===== config.mk =====
export PLATFORM = sky130hd
export DESIGN_NAME = icr_ctrl_one
export DESIGN_NICKNAME = d
export VERILOG_FILES = /design/src/icr_ack_ctrl.v /design/src/icr_ctrl_one.v
export VERILOG_INCLUDE_DIRS = /design/src /design/src/src
export SDC_FILE = /design/constraint.sdc
export NUM_CORES = 1
export LEC_CHECK = 0
export ABC_AREA = 0
export BUFFER_PORTS_ARGS = -buffer_cell sky130_fd_sc_hd__buf_2
export CAP_MARGIN = 40
export CORE_AREA = 5 5 79 81
export CTS_CLUSTER_SIZE = 24
export DETAILED_ROUTE_END_ITERATION = 8
export DIE_AREA = 0 0 84 86
export PLACE_DENSITY = 0.84
export SLEW_MARGIN = 0
export SYNTH_ARGS = -nofsm -noshare
export SYNTH_HDL_FRONTEND = slang
export SYNTH_SLANG_ARGS = --single-unit

===== constraint.sdc =====
create_clock -name clk -period 2.4 [get_ports clk]
set_input_delay 0.48 -clock clk [delete_from_list [all_inputs] [get_ports clk]]
set_output_delay 0.48 -clock clk [all_outputs]
set_load 0.03 [all_outputs]

===== src/icr_defs.vh =====
// What this block does
// - Engine runs only while module_enable set
// - Interrupts pass only while irq_enable set
// - Master select rising drives START, master mode
// - Master select falling drives STOP, slave mode
// - Direction bit: 0 receive, 1 transmit
// - Ack slot SDA from ack_control: 0 ACK
// - Fast ack picks current or next byte
// - SCL held low until ack_control written
// - Repeat start write drives repeated START
// - Repeat start bit always reads zero
// - Misplaced repeat start counts as arbitration loss
// - Wakeup on address match in low power
// - No DMA request while DMA disabled
// - No fast ack: request on rx/tx byte
// - No fast ack: request on address match with primary match or general call
// - Fast ack: request only on transmitted byte
// - Address match sets addressed and complete flags
// - Any control write clears addressed flag
`ifndef ICR_DEFS_VH
`define ICR_DEFS_VH

// Register word indexes (byte address is four times these)
`define ICR_CTRL_IDX 10'h002
`define ICR_STAT_IDX 10'h003

// Control register field positions
`define ICR_CTRL_EN 7
`define ICR_CTRL_IE 6
`define ICR_CTRL_MST 5
`define ICR_CTRL_TX 4
`define ICR_CTRL_ACK 3
`define ICR_CTRL_REPEAT_START_REQUEST 2
`define ICR_CTRL_WAKEUP_ENABLE 1
`define ICR_CTRL_DMA 0

// Status register field positions
`define ICR_STAT_TCF 7
`define ICR_STAT_AAS 6
`define ICR_STAT_ARBL 4

// Reset values
`define ICR_CTRL_RST 8'h00

// AXI responses
`define ICR_RESP_OKAY 2'h0
`define ICR_RESP_DECERR 2'h3

`endif

===== src/icr_ack_ctrl.v =====
`timescale 1ns/1ps
`include "icr_defs.vh"

// Acknowledge slot control for received bytes
module icr_ack_ctrl (
  // Clock and reset
  input wire clk,
  input wire sys_rst,
  // Engine side
  input wire rxBitsDone,
  input wire ackSlotDone,
  input wire fastAck,
  // Register side
  input wire ackWrite,
  input wire ackValue,
  // Results
  output reg ackLevel_ff,
  output reg ackReady_ff,
  output reg sclHold_ff
);

  // Stretch in progress, waiting for software
  reg waiting_ff;

  // With fast ack the byte just received waits for software; without it,
  // the value already in the register (written for this byte) is used.
  always @(posedge clk) begin
    if (sys_rst) begin
      ackLevel_ff <= 1'b0;
      ackReady_ff <= 1'b0;
      sclHold_ff <= 1'b0;
      waiting_ff <= 1'b0;
    end else begin
      if (rxBitsDone && fastAck) begin
        // Hold SCL low until ack_control is written
        waiting_ff <= 1'b1;
        sclHold_ff <= 1'b1;
        ackReady_ff <= 1'b0;
      end else if (rxBitsDone) begin
        // Value written earlier applies to this next byte
        ackLevel_ff <= ackValue;
        ackReady_ff <= 1'b1;
      end else if (waiting_ff && ackWrite) begin
        // Software answered: release clock, drive its value
        ackLevel_ff <= ackValue;
        ackReady_ff <= 1'b1;
        waiting_ff <= 1'b0;
        sclHold_ff <= 1'b0;
      end else if (ackSlotDone) begin
        // Slot over, drop the level request
        ackReady_ff <= 1'b0;
      end
    end
  end

endmodule


===== src/icr_ctrl_one.v =====
// The AXI4-Lite slave port is this design's own decision.
`timescale 1ns/1ps
`include "icr_defs.vh"

// Control register one with its side effects on the I2C engine
module icr_ctrl_one #(
  parameter ADDR_W = 12
) (
  // Clock and reset
  input wire clk,
  input wire sys_rst,
  // AXI4-Lite write address
  input wire s_axi_awvalid,
  output reg s_axi_awready,
  input wire [ADDR_W-1:0] s_axi_awaddr,
  // AXI4-Lite write data
  input wire s_axi_wvalid,
  output reg s_axi_wready,
  input wire [31:0] s_axi_wdata,
  input wire [3:0] s_axi_wstrb,
  // AXI4-Lite write response
  output reg s_axi_bvalid,
  input wire s_axi_bready,
  output reg [1:0] s_axi_bresp,
  // AXI4-Lite read address
  input wire s_axi_arvalid,
  output reg s_axi_arready,
  input wire [ADDR_W-1:0] s_axi_araddr,
  // AXI4-Lite read data
  output reg s_axi_rvalid,
  input wire s_axi_rready,
  output reg [31:0] s_axi_rdata,
  output reg [1:0] s_axi_rresp,
  // Engine events, one-cycle pulses
  input wire engIrqReq,
  input wire rxBitsDone,
  input wire ackSlotDone,
  input wire rxByteDone,
  input wire txByteDone,
  input wire addrMatch,
  input wire primaryMatch,
  input wire generalCall,
  // Engine levels
  input wire fastAck,
  input wire repStartOk,
  input wire lowPower,
  // Engine controls
  output reg engineEnable_ff,
  output reg masterMode_ff,
  output reg txMode_ff,
  output reg startReq_ff,
  output reg stopReq_ff,
  output reg repStartReq_ff,
  output reg arbLost_ff,
  // Acknowledge slot
  output wire ackLevel_ff,
  output wire ackReady_ff,
  output wire sclHold_ff,
  // Requests to the system
  output reg irqOut_ff,
  output reg wakeupReq_ff,
  output reg dmaReq_ff
);

  // Control register storage, repeat start bit never stored
  reg [7:0] ctrl_ff;
  // Status flags kept here
  reg tcfFlag_ff;
  reg aasFlag_ff;
  reg arbFlag_ff;
  // Write channel holding registers
  reg awHeld_ff;
  reg [ADDR_W-1:0] awAddr_ff;
  reg wHeld_ff;
  reg [31:0] wData_ff;
  reg [3:0] wStrb_ff;

  // Decoded write and read targets
  wire doWrite;
  wire wrCtrlHit;
  wire wrStatHit;
  wire ctrlWrite;
  wire statWrite;
  wire rdCtrlHit;
  wire rdStatHit;
  wire [7:0] wrByte;
  wire rstaWrite;
  wire [7:0] nxt_ctrl;
  wire dmaCond;
  wire ackBit;
  reg [31:0] nxt_rdata;

  // A write goes ahead once address and data are both in hand
  assign doWrite = awHeld_ff & wHeld_ff & ~s_axi_bvalid;
  assign wrCtrlHit = (awAddr_ff[ADDR_W-1:2] == `ICR_CTRL_IDX);
  assign wrStatHit = (awAddr_ff[ADDR_W-1:2] == `ICR_STAT_IDX);
  assign wrByte = wData_ff[7:0];
  // Only the low byte lane carries register bits
  assign ctrlWrite = doWrite & wrCtrlHit & wStrb_ff[0];
  assign statWrite = doWrite & wrStatHit & wStrb_ff[0];
  assign rdCtrlHit = (s_axi_araddr[ADDR_W-1:2] == `ICR_CTRL_IDX);
  assign rdStatHit = (s_axi_araddr[ADDR_W-1:2] == `ICR_STAT_IDX);

  // Repeat start is a strobe, not a stored bit
  assign rstaWrite = ctrlWrite & wrByte[`ICR_CTRL_REPEAT_START_REQUEST];
  assign nxt_ctrl = wrByte & ~(8'h01 << `ICR_CTRL_REPEAT_START_REQUEST);
  // Ack value as the register holds it; the last bus word may belong to another register
  assign ackBit = ctrlWrite ? wrByte[`ICR_CTRL_ACK] : ctrl_ff[`ICR_CTRL_ACK];

  // Write address channel
  always @(posedge clk) begin
    if (sys_rst) begin
      awHeld_ff <= 1'b0;
      awAddr_ff <= {ADDR_W{1'b0}};
      s_axi_awready <= 1'b0;
    end else if (s_axi_awvalid && s_axi_awready) begin
      // Take the address and close the channel
      awHeld_ff <= 1'b1;
      awAddr_ff <= s_axi_awaddr;
      s_axi_awready <= 1'b0;
    end else if (doWrite) begin
      // Consumed by the write
      awHeld_ff <= 1'b0;
    end else begin
      // Reopen once nothing is held and no response pends
      s_axi_awready <= ~awHeld_ff & ~s_axi_bvalid;
    end
  end

  // Write data channel
  always @(posedge clk) begin
    if (sys_rst) begin
      wHeld_ff <= 1'b0;
      wData_ff <= 32'h00000000;
      wStrb_ff <= 4'h0;
      s_axi_wready <= 1'b0;
    end else if (s_axi_wvalid && s_axi_wready) begin
      // Take the data and close the channel
      wHeld_ff <= 1'b1;
      wData_ff <= s_axi_wdata;
      wStrb_ff <= s_axi_wstrb;
      s_axi_wready <= 1'b0;
    end else if (doWrite) begin
      wHeld_ff <= 1'b0;
    end else begin
      s_axi_wready <= ~wHeld_ff & ~s_axi_bvalid;
    end
  end

  // Write response, decode error for unmapped words
  always @(posedge clk) begin
    if (sys_rst) begin
      s_axi_bvalid <= 1'b0;
      s_axi_bresp <= `ICR_RESP_OKAY;
    end else if (doWrite) begin
      s_axi_bvalid <= 1'b1;
      if (wrCtrlHit || wrStatHit) begin
        s_axi_bresp <= `ICR_RESP_OKAY;
      end else begin
        s_axi_bresp <= `ICR_RESP_DECERR;
      end
    end else if (s_axi_bready) begin
      s_axi_bvalid <= 1'b0;
    end
  end

  // Read mux; the repeat start position is never set in storage
  always @* begin
    nxt_rdata = 32'h00000000;
    if (rdCtrlHit) begin
      nxt_rdata[7:0] = ctrl_ff;
    end else if (rdStatHit) begin
      nxt_rdata[`ICR_STAT_TCF] = tcfFlag_ff;
      nxt_rdata[`ICR_STAT_AAS] = aasFlag_ff;
      nxt_rdata[`ICR_STAT_ARBL] = arbFlag_ff;
    end else begin
      nxt_rdata = 32'h00000000;
    end
  end

  // Read channel: one read at a time, data one edge after the address
  always @(posedge clk) begin
    if (sys_rst) begin
      s_axi_arready <= 1'b0;
      s_axi_rvalid <= 1'b0;
      s_axi_rdata <= 32'h00000000;
      s_axi_rresp <= `ICR_RESP_OKAY;
    end else if (s_axi_arvalid && s_axi_arready) begin
      s_axi_arready <= 1'b0;
      s_axi_rvalid <= 1'b1;
      s_axi_rdata <= nxt_rdata;
      if (rdCtrlHit || rdStatHit) begin
        s_axi_rresp <= `ICR_RESP_OKAY;
      end else begin
        s_axi_rresp <= `ICR_RESP_DECERR;
      end
    end else if (s_axi_rvalid) begin
      // Hold the answer until the master takes it
      if (s_axi_rready) begin
        s_axi_rvalid <= 1'b0;
      end
    end else begin
      s_axi_arready <= 1'b1;
    end
  end

  // Control register store; software owns all stored bits
  always @(posedge clk) begin
    if (sys_rst) begin
      ctrl_ff <= `ICR_CTRL_RST;
    end else if (ctrlWrite) begin
      ctrl_ff <= nxt_ctrl;
    end
  end

  // Mode outputs follow the register through one flop; master mode is also gated by enable
  always @(posedge clk) begin
    if (sys_rst) begin
      engineEnable_ff <= 1'b0;
      masterMode_ff <= 1'b0;
      txMode_ff <= 1'b0;
    end else begin
      engineEnable_ff <= ctrl_ff[`ICR_CTRL_EN];
      // Master mode only exists while the engine is on
      masterMode_ff <= ctrl_ff[`ICR_CTRL_EN] & ctrl_ff[`ICR_CTRL_MST];
      // Address cycles need transmit; software keeps that right
      txMode_ff <= ctrl_ff[`ICR_CTRL_TX];
    end
  end

  // Bus condition strobes from master select edges and repeat start writes.
  // Edges are taken on the write itself so a same-value rewrite of master select does nothing.
  always @(posedge clk) begin
    if (sys_rst) begin
      startReq_ff <= 1'b0;
      stopReq_ff <= 1'b0;
      repStartReq_ff <= 1'b0;
      arbLost_ff <= 1'b0;
    end else begin
      startReq_ff <= ctrlWrite & ctrl_ff[`ICR_CTRL_EN] &
        ~ctrl_ff[`ICR_CTRL_MST] & wrByte[`ICR_CTRL_MST];
      stopReq_ff <= ctrlWrite & ctrl_ff[`ICR_CTRL_EN] &
        ctrl_ff[`ICR_CTRL_MST] & ~wrByte[`ICR_CTRL_MST];
      // Repeat start only when already master and timing allows
      repStartReq_ff <= rstaWrite & ctrl_ff[`ICR_CTRL_EN] &
        ctrl_ff[`ICR_CTRL_MST] & repStartOk;
      // Wrong moment: report as lost arbitration instead
      arbLost_ff <= rstaWrite & ctrl_ff[`ICR_CTRL_EN] &
        ctrl_ff[`ICR_CTRL_MST] & ~repStartOk;
    end
  end

  // Status flags: hardware set wins over any clear in the same cycle
  always @(posedge clk) begin
    if (sys_rst) begin
      tcfFlag_ff <= 1'b0;
      aasFlag_ff <= 1'b0;
      arbFlag_ff <= 1'b0;
    end else begin
      if (addrMatch || rxByteDone || txByteDone) begin
        tcfFlag_ff <= 1'b1;
      end else if (statWrite && wrByte[`ICR_STAT_TCF]) begin
        tcfFlag_ff <= 1'b0;
      end
      if (addrMatch) begin
        aasFlag_ff <= 1'b1;
      end else if (ctrlWrite) begin
        // Any control write, whatever the value, clears it
        aasFlag_ff <= 1'b0;
      end
      if (arbLost_ff) begin
        arbFlag_ff <= 1'b1;
      end else if (statWrite && wrByte[`ICR_STAT_ARBL]) begin
        arbFlag_ff <= 1'b0;
      end
    end
  end

  // Requests toward the system
  // DMA serves only transfers of known direction; software keeps
  // DMA off when a remote master reads from us.
  assign dmaCond = fastAck ? txByteDone :
    (rxByteDone | txByteDone | (addrMatch & (primaryMatch | generalCall)));

  always @(posedge clk) begin
    if (sys_rst) begin
      irqOut_ff <= 1'b0;
      wakeupReq_ff <= 1'b0;
      dmaReq_ff <= 1'b0;
    end else begin
      irqOut_ff <= engIrqReq & ctrl_ff[`ICR_CTRL_IE] & ctrl_ff[`ICR_CTRL_EN];
      // Wake works without bus clock, so it needs no enable flop chain
      wakeupReq_ff <= addrMatch & lowPower & ctrl_ff[`ICR_CTRL_WAKEUP_ENABLE];
      dmaReq_ff <= ctrl_ff[`ICR_CTRL_DMA] & ctrl_ff[`ICR_CTRL_EN] & dmaCond;
    end
  end

  // Acknowledge slot handling
  icr_ack_ctrl u_ack (
    .clk(clk),
    .sys_rst(sys_rst),
    .rxBitsDone(rxBitsDone),
    .ackSlotDone(ackSlotDone),
    .fastAck(fastAck),
    .ackWrite(ctrlWrite),
    .ackValue(ackBit),
    .ackLevel_ff(ackLevel_ff),
    .ackReady_ff(ackReady_ff),
    .sclHold_ff(sclHold_ff)
  );

endmodule


==> flow_summary_export.csv, run 1 <==
group,metric,value,unit
synthesis,synth_area,2342,µm²
global_route,grt_max_degree,51,
power,p_comb_share,11.2,%
synthesis,ys_top_cells_by_area,"dfxtp_1, nand2_1, buf_4, a21oi_1, nor2_1",
cts,clk_pin_slew,60,ps
outcome,status,"completed",
timing,hold-worst-slack,328.3,ps
placed_design,gp_congestion,0.7370,
timing,fmax,0.4924,GHz
synthesis,synthCells,265,
cts,cts_sinks,58,
hold_path,hp-class,"in2reg",
synthesis,synth_top_area_share,49.57,%
power,ir_drop,0.0004207,V
finish,multi_input_area,1012,µm²
finish,layout_commonest_cell,"buf_2",
synthesis,synth_largest_area_cell,"dfxtp_1",
worst_setup_path,crit_path_start_kind,"flop",
synthesis,synth_seq_cells,58,
drt,routed_wirelength,5.308,mm
worst_setup_path,crit_path_end_kind,"flop",
timing,tightest_slew,499.9,ps
synthesis,ys_warn_count,0,
cts,ctsHoldBuffers,0,
cts,clk_latency,320,ps
drt,wl_per_cell,12.70,µm
finish,drive_above_1_share,28.90,%
finish,final_cell_count_no_fill,418,
job,drv_cap,0,
floorplan,initial_core_util,43.33,%
cts,cts_tree,"yes",
cts,cts_buffers,9,
timing,rsz0062_at_grt,"false",
synthesis,synthDistinctLibCells,38,
timing,hold_viol,0,
finish,seqCellArea,1161,µm²
finish,fill_cells,546,
power,leakagePower,1.282,nW
floorplan,fp.dieArea,7224,µm²
global_route,grt_pass1_wl,8.266,mm
synthesis,avgSynthCellArea,8.839,µm²
finish,final_nets,419,
power,switching_share,25.71,%
power,p_sw,545.2,µW
timing,fin_crit_sh,84.61,%
timing,slew_headroom,66.42,%
placed_design,hpwl,4.082,mm
cts,post_cts_buffers,0,
global_route,grt_usage,14.27,%
drt,ant_nets,0,
power,power_frac_clock,40.8,%
global_route,grt_pass1_vias,1939,
cts,clockRootBuffer,"clkbuf_8",
drt,via_count,1987,
cts,cts_resized,0,
placed_design,dpl.cell_count,402,
cts,cts_max_path_buffers,2,
floorplan,row_count,27,
power,pwr-share-seq,48.0,%
power,internal_power,1.575,mW
power,powerDensity,740.4,nW/µm²
drt,dr.pass1.iters,4,
synthesis,synth_flop_cell,"dfxtp_1",
floorplan,core-area,5405,µm²
floorplan,die_height,86,µm
cts,h-tree-depth,3,
worst_setup_path,cp_max_fo,9,
timing,final_max_slew_viol_count,0,
synthesis,seq_area_frac_synth,49.57,%
finish,layout_common_cells,"buf_2, nand2_1, dfxtp_1, a21oi_1, conb_1",
finish,n_antenna_cell,0,
synthesis,synth-async-reset-ratio,0,%
global_route,antenna_found_initial,0,
worst_setup_path,worstPathArrival,2270,ps
timing,fin_crit,2031,ps
global_route,gr-total-overflow,0,
drt,vias_per_cell,4.754,
floorplan,die-width,84,µm
timing,finalSetupTns,0,ps
worst_setup_path,cp.required,2640,ps
placed_design,place.port_buffers,75,
finish,syn_to_final_growth,22.28,%
floorplan,io_pins,132,
drt,post-route-drc-count,0,
drt,dr.first_iter.drc_count,92,
timing,finalSetupViolations,0,
timing,clock_skew,4.046,ps
synthesis,synth_edf_count,0,
worst_setup_path,criticalPathCategory,"reg2reg",
metal layers:
layer  wire (µm)  vias to the layer above  part of all wire (%)  global-route usage, %
met5           0                        -                     0                      0
met4         131                        0                   2.5                  8.187
met3         510                       16                   9.6                  6.436
met2        2660                       82                    50                  24.87
met1        2006                      884                    38                  14.08
li1            -                     1005                     -                      -
synthesized netlist by cell type, types with 3 or more instances:
master and count:
nor2_1 14, clkbuf_1 7, nor2b_1 4, or4_4 3
inv_1 4, nor3_1 4, nor3b_1 3, mux2i_1 3
a22oi_1 4, and4b_1 3, dfxtp_1 58, a21oi_1 35
nand2_1 61, o21ai_0 3, buf_4 27, and2_1 4
a2bb2oi_1 3
logic make-up (layout without fill, tap and decap cells):
group	after synthesis	in the layout	synth area share, %
other cells	1	25	0.1601
mux	4	4	2.244
compound gates	55	55	14.26
buf+inv	40	97	11.06
flops	58	58	49.57
simple gates	107	107	22.70
sequential cells by signal (all words and copies together), names as in the netlist, 7 cells and up:
| register | count |
|---|---|
| wData_ff | 8 |
| ctrl_ff | 7 |
| awAddr_ff | 10 |
| s_axi_rdata | 7 |
power by group through the flow:
| stage | Clock (mW) | Sequential [mW] | Combinational, mW |
|---|---|---|---|
| after floorplan | 0 | 1.06 | 0.178 |
| after global placement | 0 | 1.04 | 0.233 |
| after detailed placement | 0 | 1.04 | 0.238 |
| after CTS | 0.892 | 1.02 | 0.238 |
| after global routing | 0.935 | 1.02 | 0.259 |
| final | 0.866 | 1.02 | 0.238 |
path summary, 6_finish.rpt:
check,slack (ps),cells past startpoint,end,startpoint
worst max-delay path,370,4,u_ack.ackLevel_ff,awAddr_ff[8]
worst min-delay path,330,2,arbLost_ff,repStartOk
worst max register to register,370,4,u_ack.ackLevel_ff,awAddr_ff[8]
worst min register to register,450,2,awAddr_ff[7],awAddr_ff[7]
worst max-delay path, cell delays in order (launching register included):
cell and delay (ps):
dfxtp_1 310, or4_4 580, or4_4 650, mux2i_4 220, a211oi_1 190
cell type report:
cell class                 count  share of cell area, %
sequential                    58                  40.54
multi-input combinational    191                  35.34
timing repair buffer          77                  13.63
clock buffer                  11                  4.937
tap                           72                  3.145
clock inverter                 5                  1.879
inverter                       4                 0.5242
metrics by stage:
stage	util, %	setup slack, ps	area (µm²)	total power [mW]
floorplan	-	434.9	2432	1.233
global placement	49.38	404.8	2669	1.269
detailed placement	49.38	362.9	2669	1.276
CTS	52.99	348.2	2864	2.148
global route	52.99	311.7	2864	2.215
finish	52.99	369.2	2864	2.121
No activity file was read; power rests on OpenSTA's default activity.
==> run 2: changes to the inputs <==
==> constraint.sdc (replaced) <==
create_clock -name clk -period 2 [get_ports clk]
set_input_delay 0.4 -clock clk [delete_from_list [all_inputs] [get_ports clk]]
set_output_delay 0.4 -clock clk [all_outputs]
set_load 0.03 [all_outputs]
==> run 2 against run 1 <==
Net effect:
- worst hold slack lost 85 ps
- sequential share of layout area down 0.99 points
- clock power increased by 35%
- maximum frequency is 3.7% higher
- first-iteration DRC count increased by 12%
- combinational power is 24% higher
==> flow_summary_export.csv, run 2 (synthesized netlist as in run 1, its figures left out) <==
group,metric,value,unit
finish,final_nets,422,
floorplan,fp.dieArea,7224,µm²
cts,clk_pin_slew,70,ps
placed_design,hpwl,4.096,mm
hold_path,hp-class,"in2reg",
job,drv_cap,0,
worst_setup_path,cp.required,2190,ps
finish,top_regs,"awAddr_ff x10, wData_ff x8",
global_route,grt_max_degree,51,
timing,finalWorstSetupSlack,42.52,ps
worst_setup_path,worstPathArrival,2150,ps
global_route,grt_usage,15.19,%
finish,regMostFlops,"awAddr_ff",
placed_design,place.port_buffers,75,
power,ir_drop,0.0005622,V
floorplan,row_count,27,
finish,multi_input_area,1039,µm²
cts,post_cts_buffers,0,
global_route,grt_pass1_wl,8.625,mm
finish,drive_above_1_share,30.37,%
floorplan,initial_core_util,43.33,%
finish,n_antenna_cell,0,
global_route,gr-total-overflow,0,
timing,hold_viol,0,
timing,clock_skew,6.686,ps
drt,routed_wirelength,5.427,mm
outcome,status,"completed",
global_route,antenna_found_initial,0,
drt,post-route-drc-count,0,
worst_setup_path,crit_path_start_kind,"flop",
cts,clk_latency,330,ps
drt,ant_nets,0,
floorplan,core-area,5405,µm²
cts,cts_buffers,9,
cts,cts_tree,"yes",
cts,cts_max_path_buffers,2,
finish,layout_common_cells,"buf_2, nand2_1, dfxtp_1, a21oi_1, conb_1",
finish,seqCellArea,1161,µm²
power,leakagePower,1.313,nW
drt,dr.pass1.iters,4,
drt,wl_per_cell,12.89,µm
placed_design,gp_congestion,0.7670,
timing,fin_crit_sh,97.87,%
timing,finalSetupViolations,0,
placed_design,dp_slack,-9.918,ps
finish,largest_register_ffs,10,
worst_setup_path,criticalPathCategory,"reg2reg",
drt,via_count,1983,
finish,syn_to_final_growth,25.32,%
timing,fmax,0.5109,GHz
floorplan,die_height,86,µm
finish,post-route-util,54.31,%
cts,clockRootBuffer,"clkbuf_8",
worst_setup_path,cp_max_fo,3,
power,powerDensity,916.0,nW/µm²
timing,final_max_slew_viol_count,0,
timing,finalSetupTns,0,ps
drt,dr.first_iter.drc_count,103,
finish,fill_cells,502,
floorplan,io_pins,132,
power,finalPower,2.689,mW
finish,layout_commonest_cell,"buf_2",
cts,cts_sinks,58,
worst_setup_path,crit_path_end_kind,"flop",
timing,fin_crit,1957,ps
floorplan,die-width,84,µm
drt,vias_per_cell,4.710,
cts,h-tree-depth,3,
global_route,grt_pass1_vias,1931,
cts,ctsHoldBuffers,0,
[run 2: cell types whose count changed in the layout (fill, tap and decap cells not counted), sizes merged]
cell    previous run  this run
bufinv             1         2
clkbuf            11        10
buf               77        80
[run 2: what timing repair did]
item,CTS,global route
pin swaps,0,1
resized for setup,1,2
endpoints found under the setup margin,1,1
[run 2: metal layers]
metal	global-route usage (%)	wire, µm
met2	25.96	2732
met1	15.88	2069
met4	6.725	97
met3	7.397	528
met5	0	0
[run 2: cell type report]
type | instances | area share, %
inverter | 4 | 0.5115
clock buffer | 10 | 4.689
timing repair buffer | 80 | 14.07
multi-input combinational | 191 | 35.38
clock inverter | 6 | 2.728
tap | 72 | 3.069
sequential | 58 | 39.56
[run 2: worst max-delay path, cell delays in order (launching register included)]
cell and delay (ps):
dfxtp_1 310, or4_4 540, buf_4 170, or2_2 330, o41ai_2 360, a21oi_1 120
[run 2: through the flow]
stage | hold WS [ps] | std cells | area [µm²]
2_1_floorplan | 422.3 | 289 | 2432
3_3_place_gp | 443.6 | 405 | 2691
3_5_place_dp | 447.5 | 405 | 2691
4_1_cts | 228.3 | 421 | 2917
5_1_grt | 233.2 | 421 | 2935
6_report | 242.9 | 421 | 2935
[run 2: worst paths after layout]
check	startpoint	endpoint	slack [ps]	cells past startpoint
setup / recovery	awAddr_ff[8]	tcfFlag_ff	40	5
hold / removal	repStartOk	arbLost_ff	240	2
setup reg to reg	awAddr_ff[8]	tcfFlag_ff	40	5
hold reg to reg	awAddr_ff[7]	awAddr_ff[7]	460	2
[run 2: where the power goes]
| part | internal (mW) | leakage [nW] | switching (mW) |
|---|---|---|---|
| logic | 0.0964 | 0.726 | 0.198 |
| registers | 1.19 | 0.472 | 0.0279 |
| clock network | 0.726 | 0.116 | 0.447 |
| total | 2.02 | 1.31 | 0.673 |
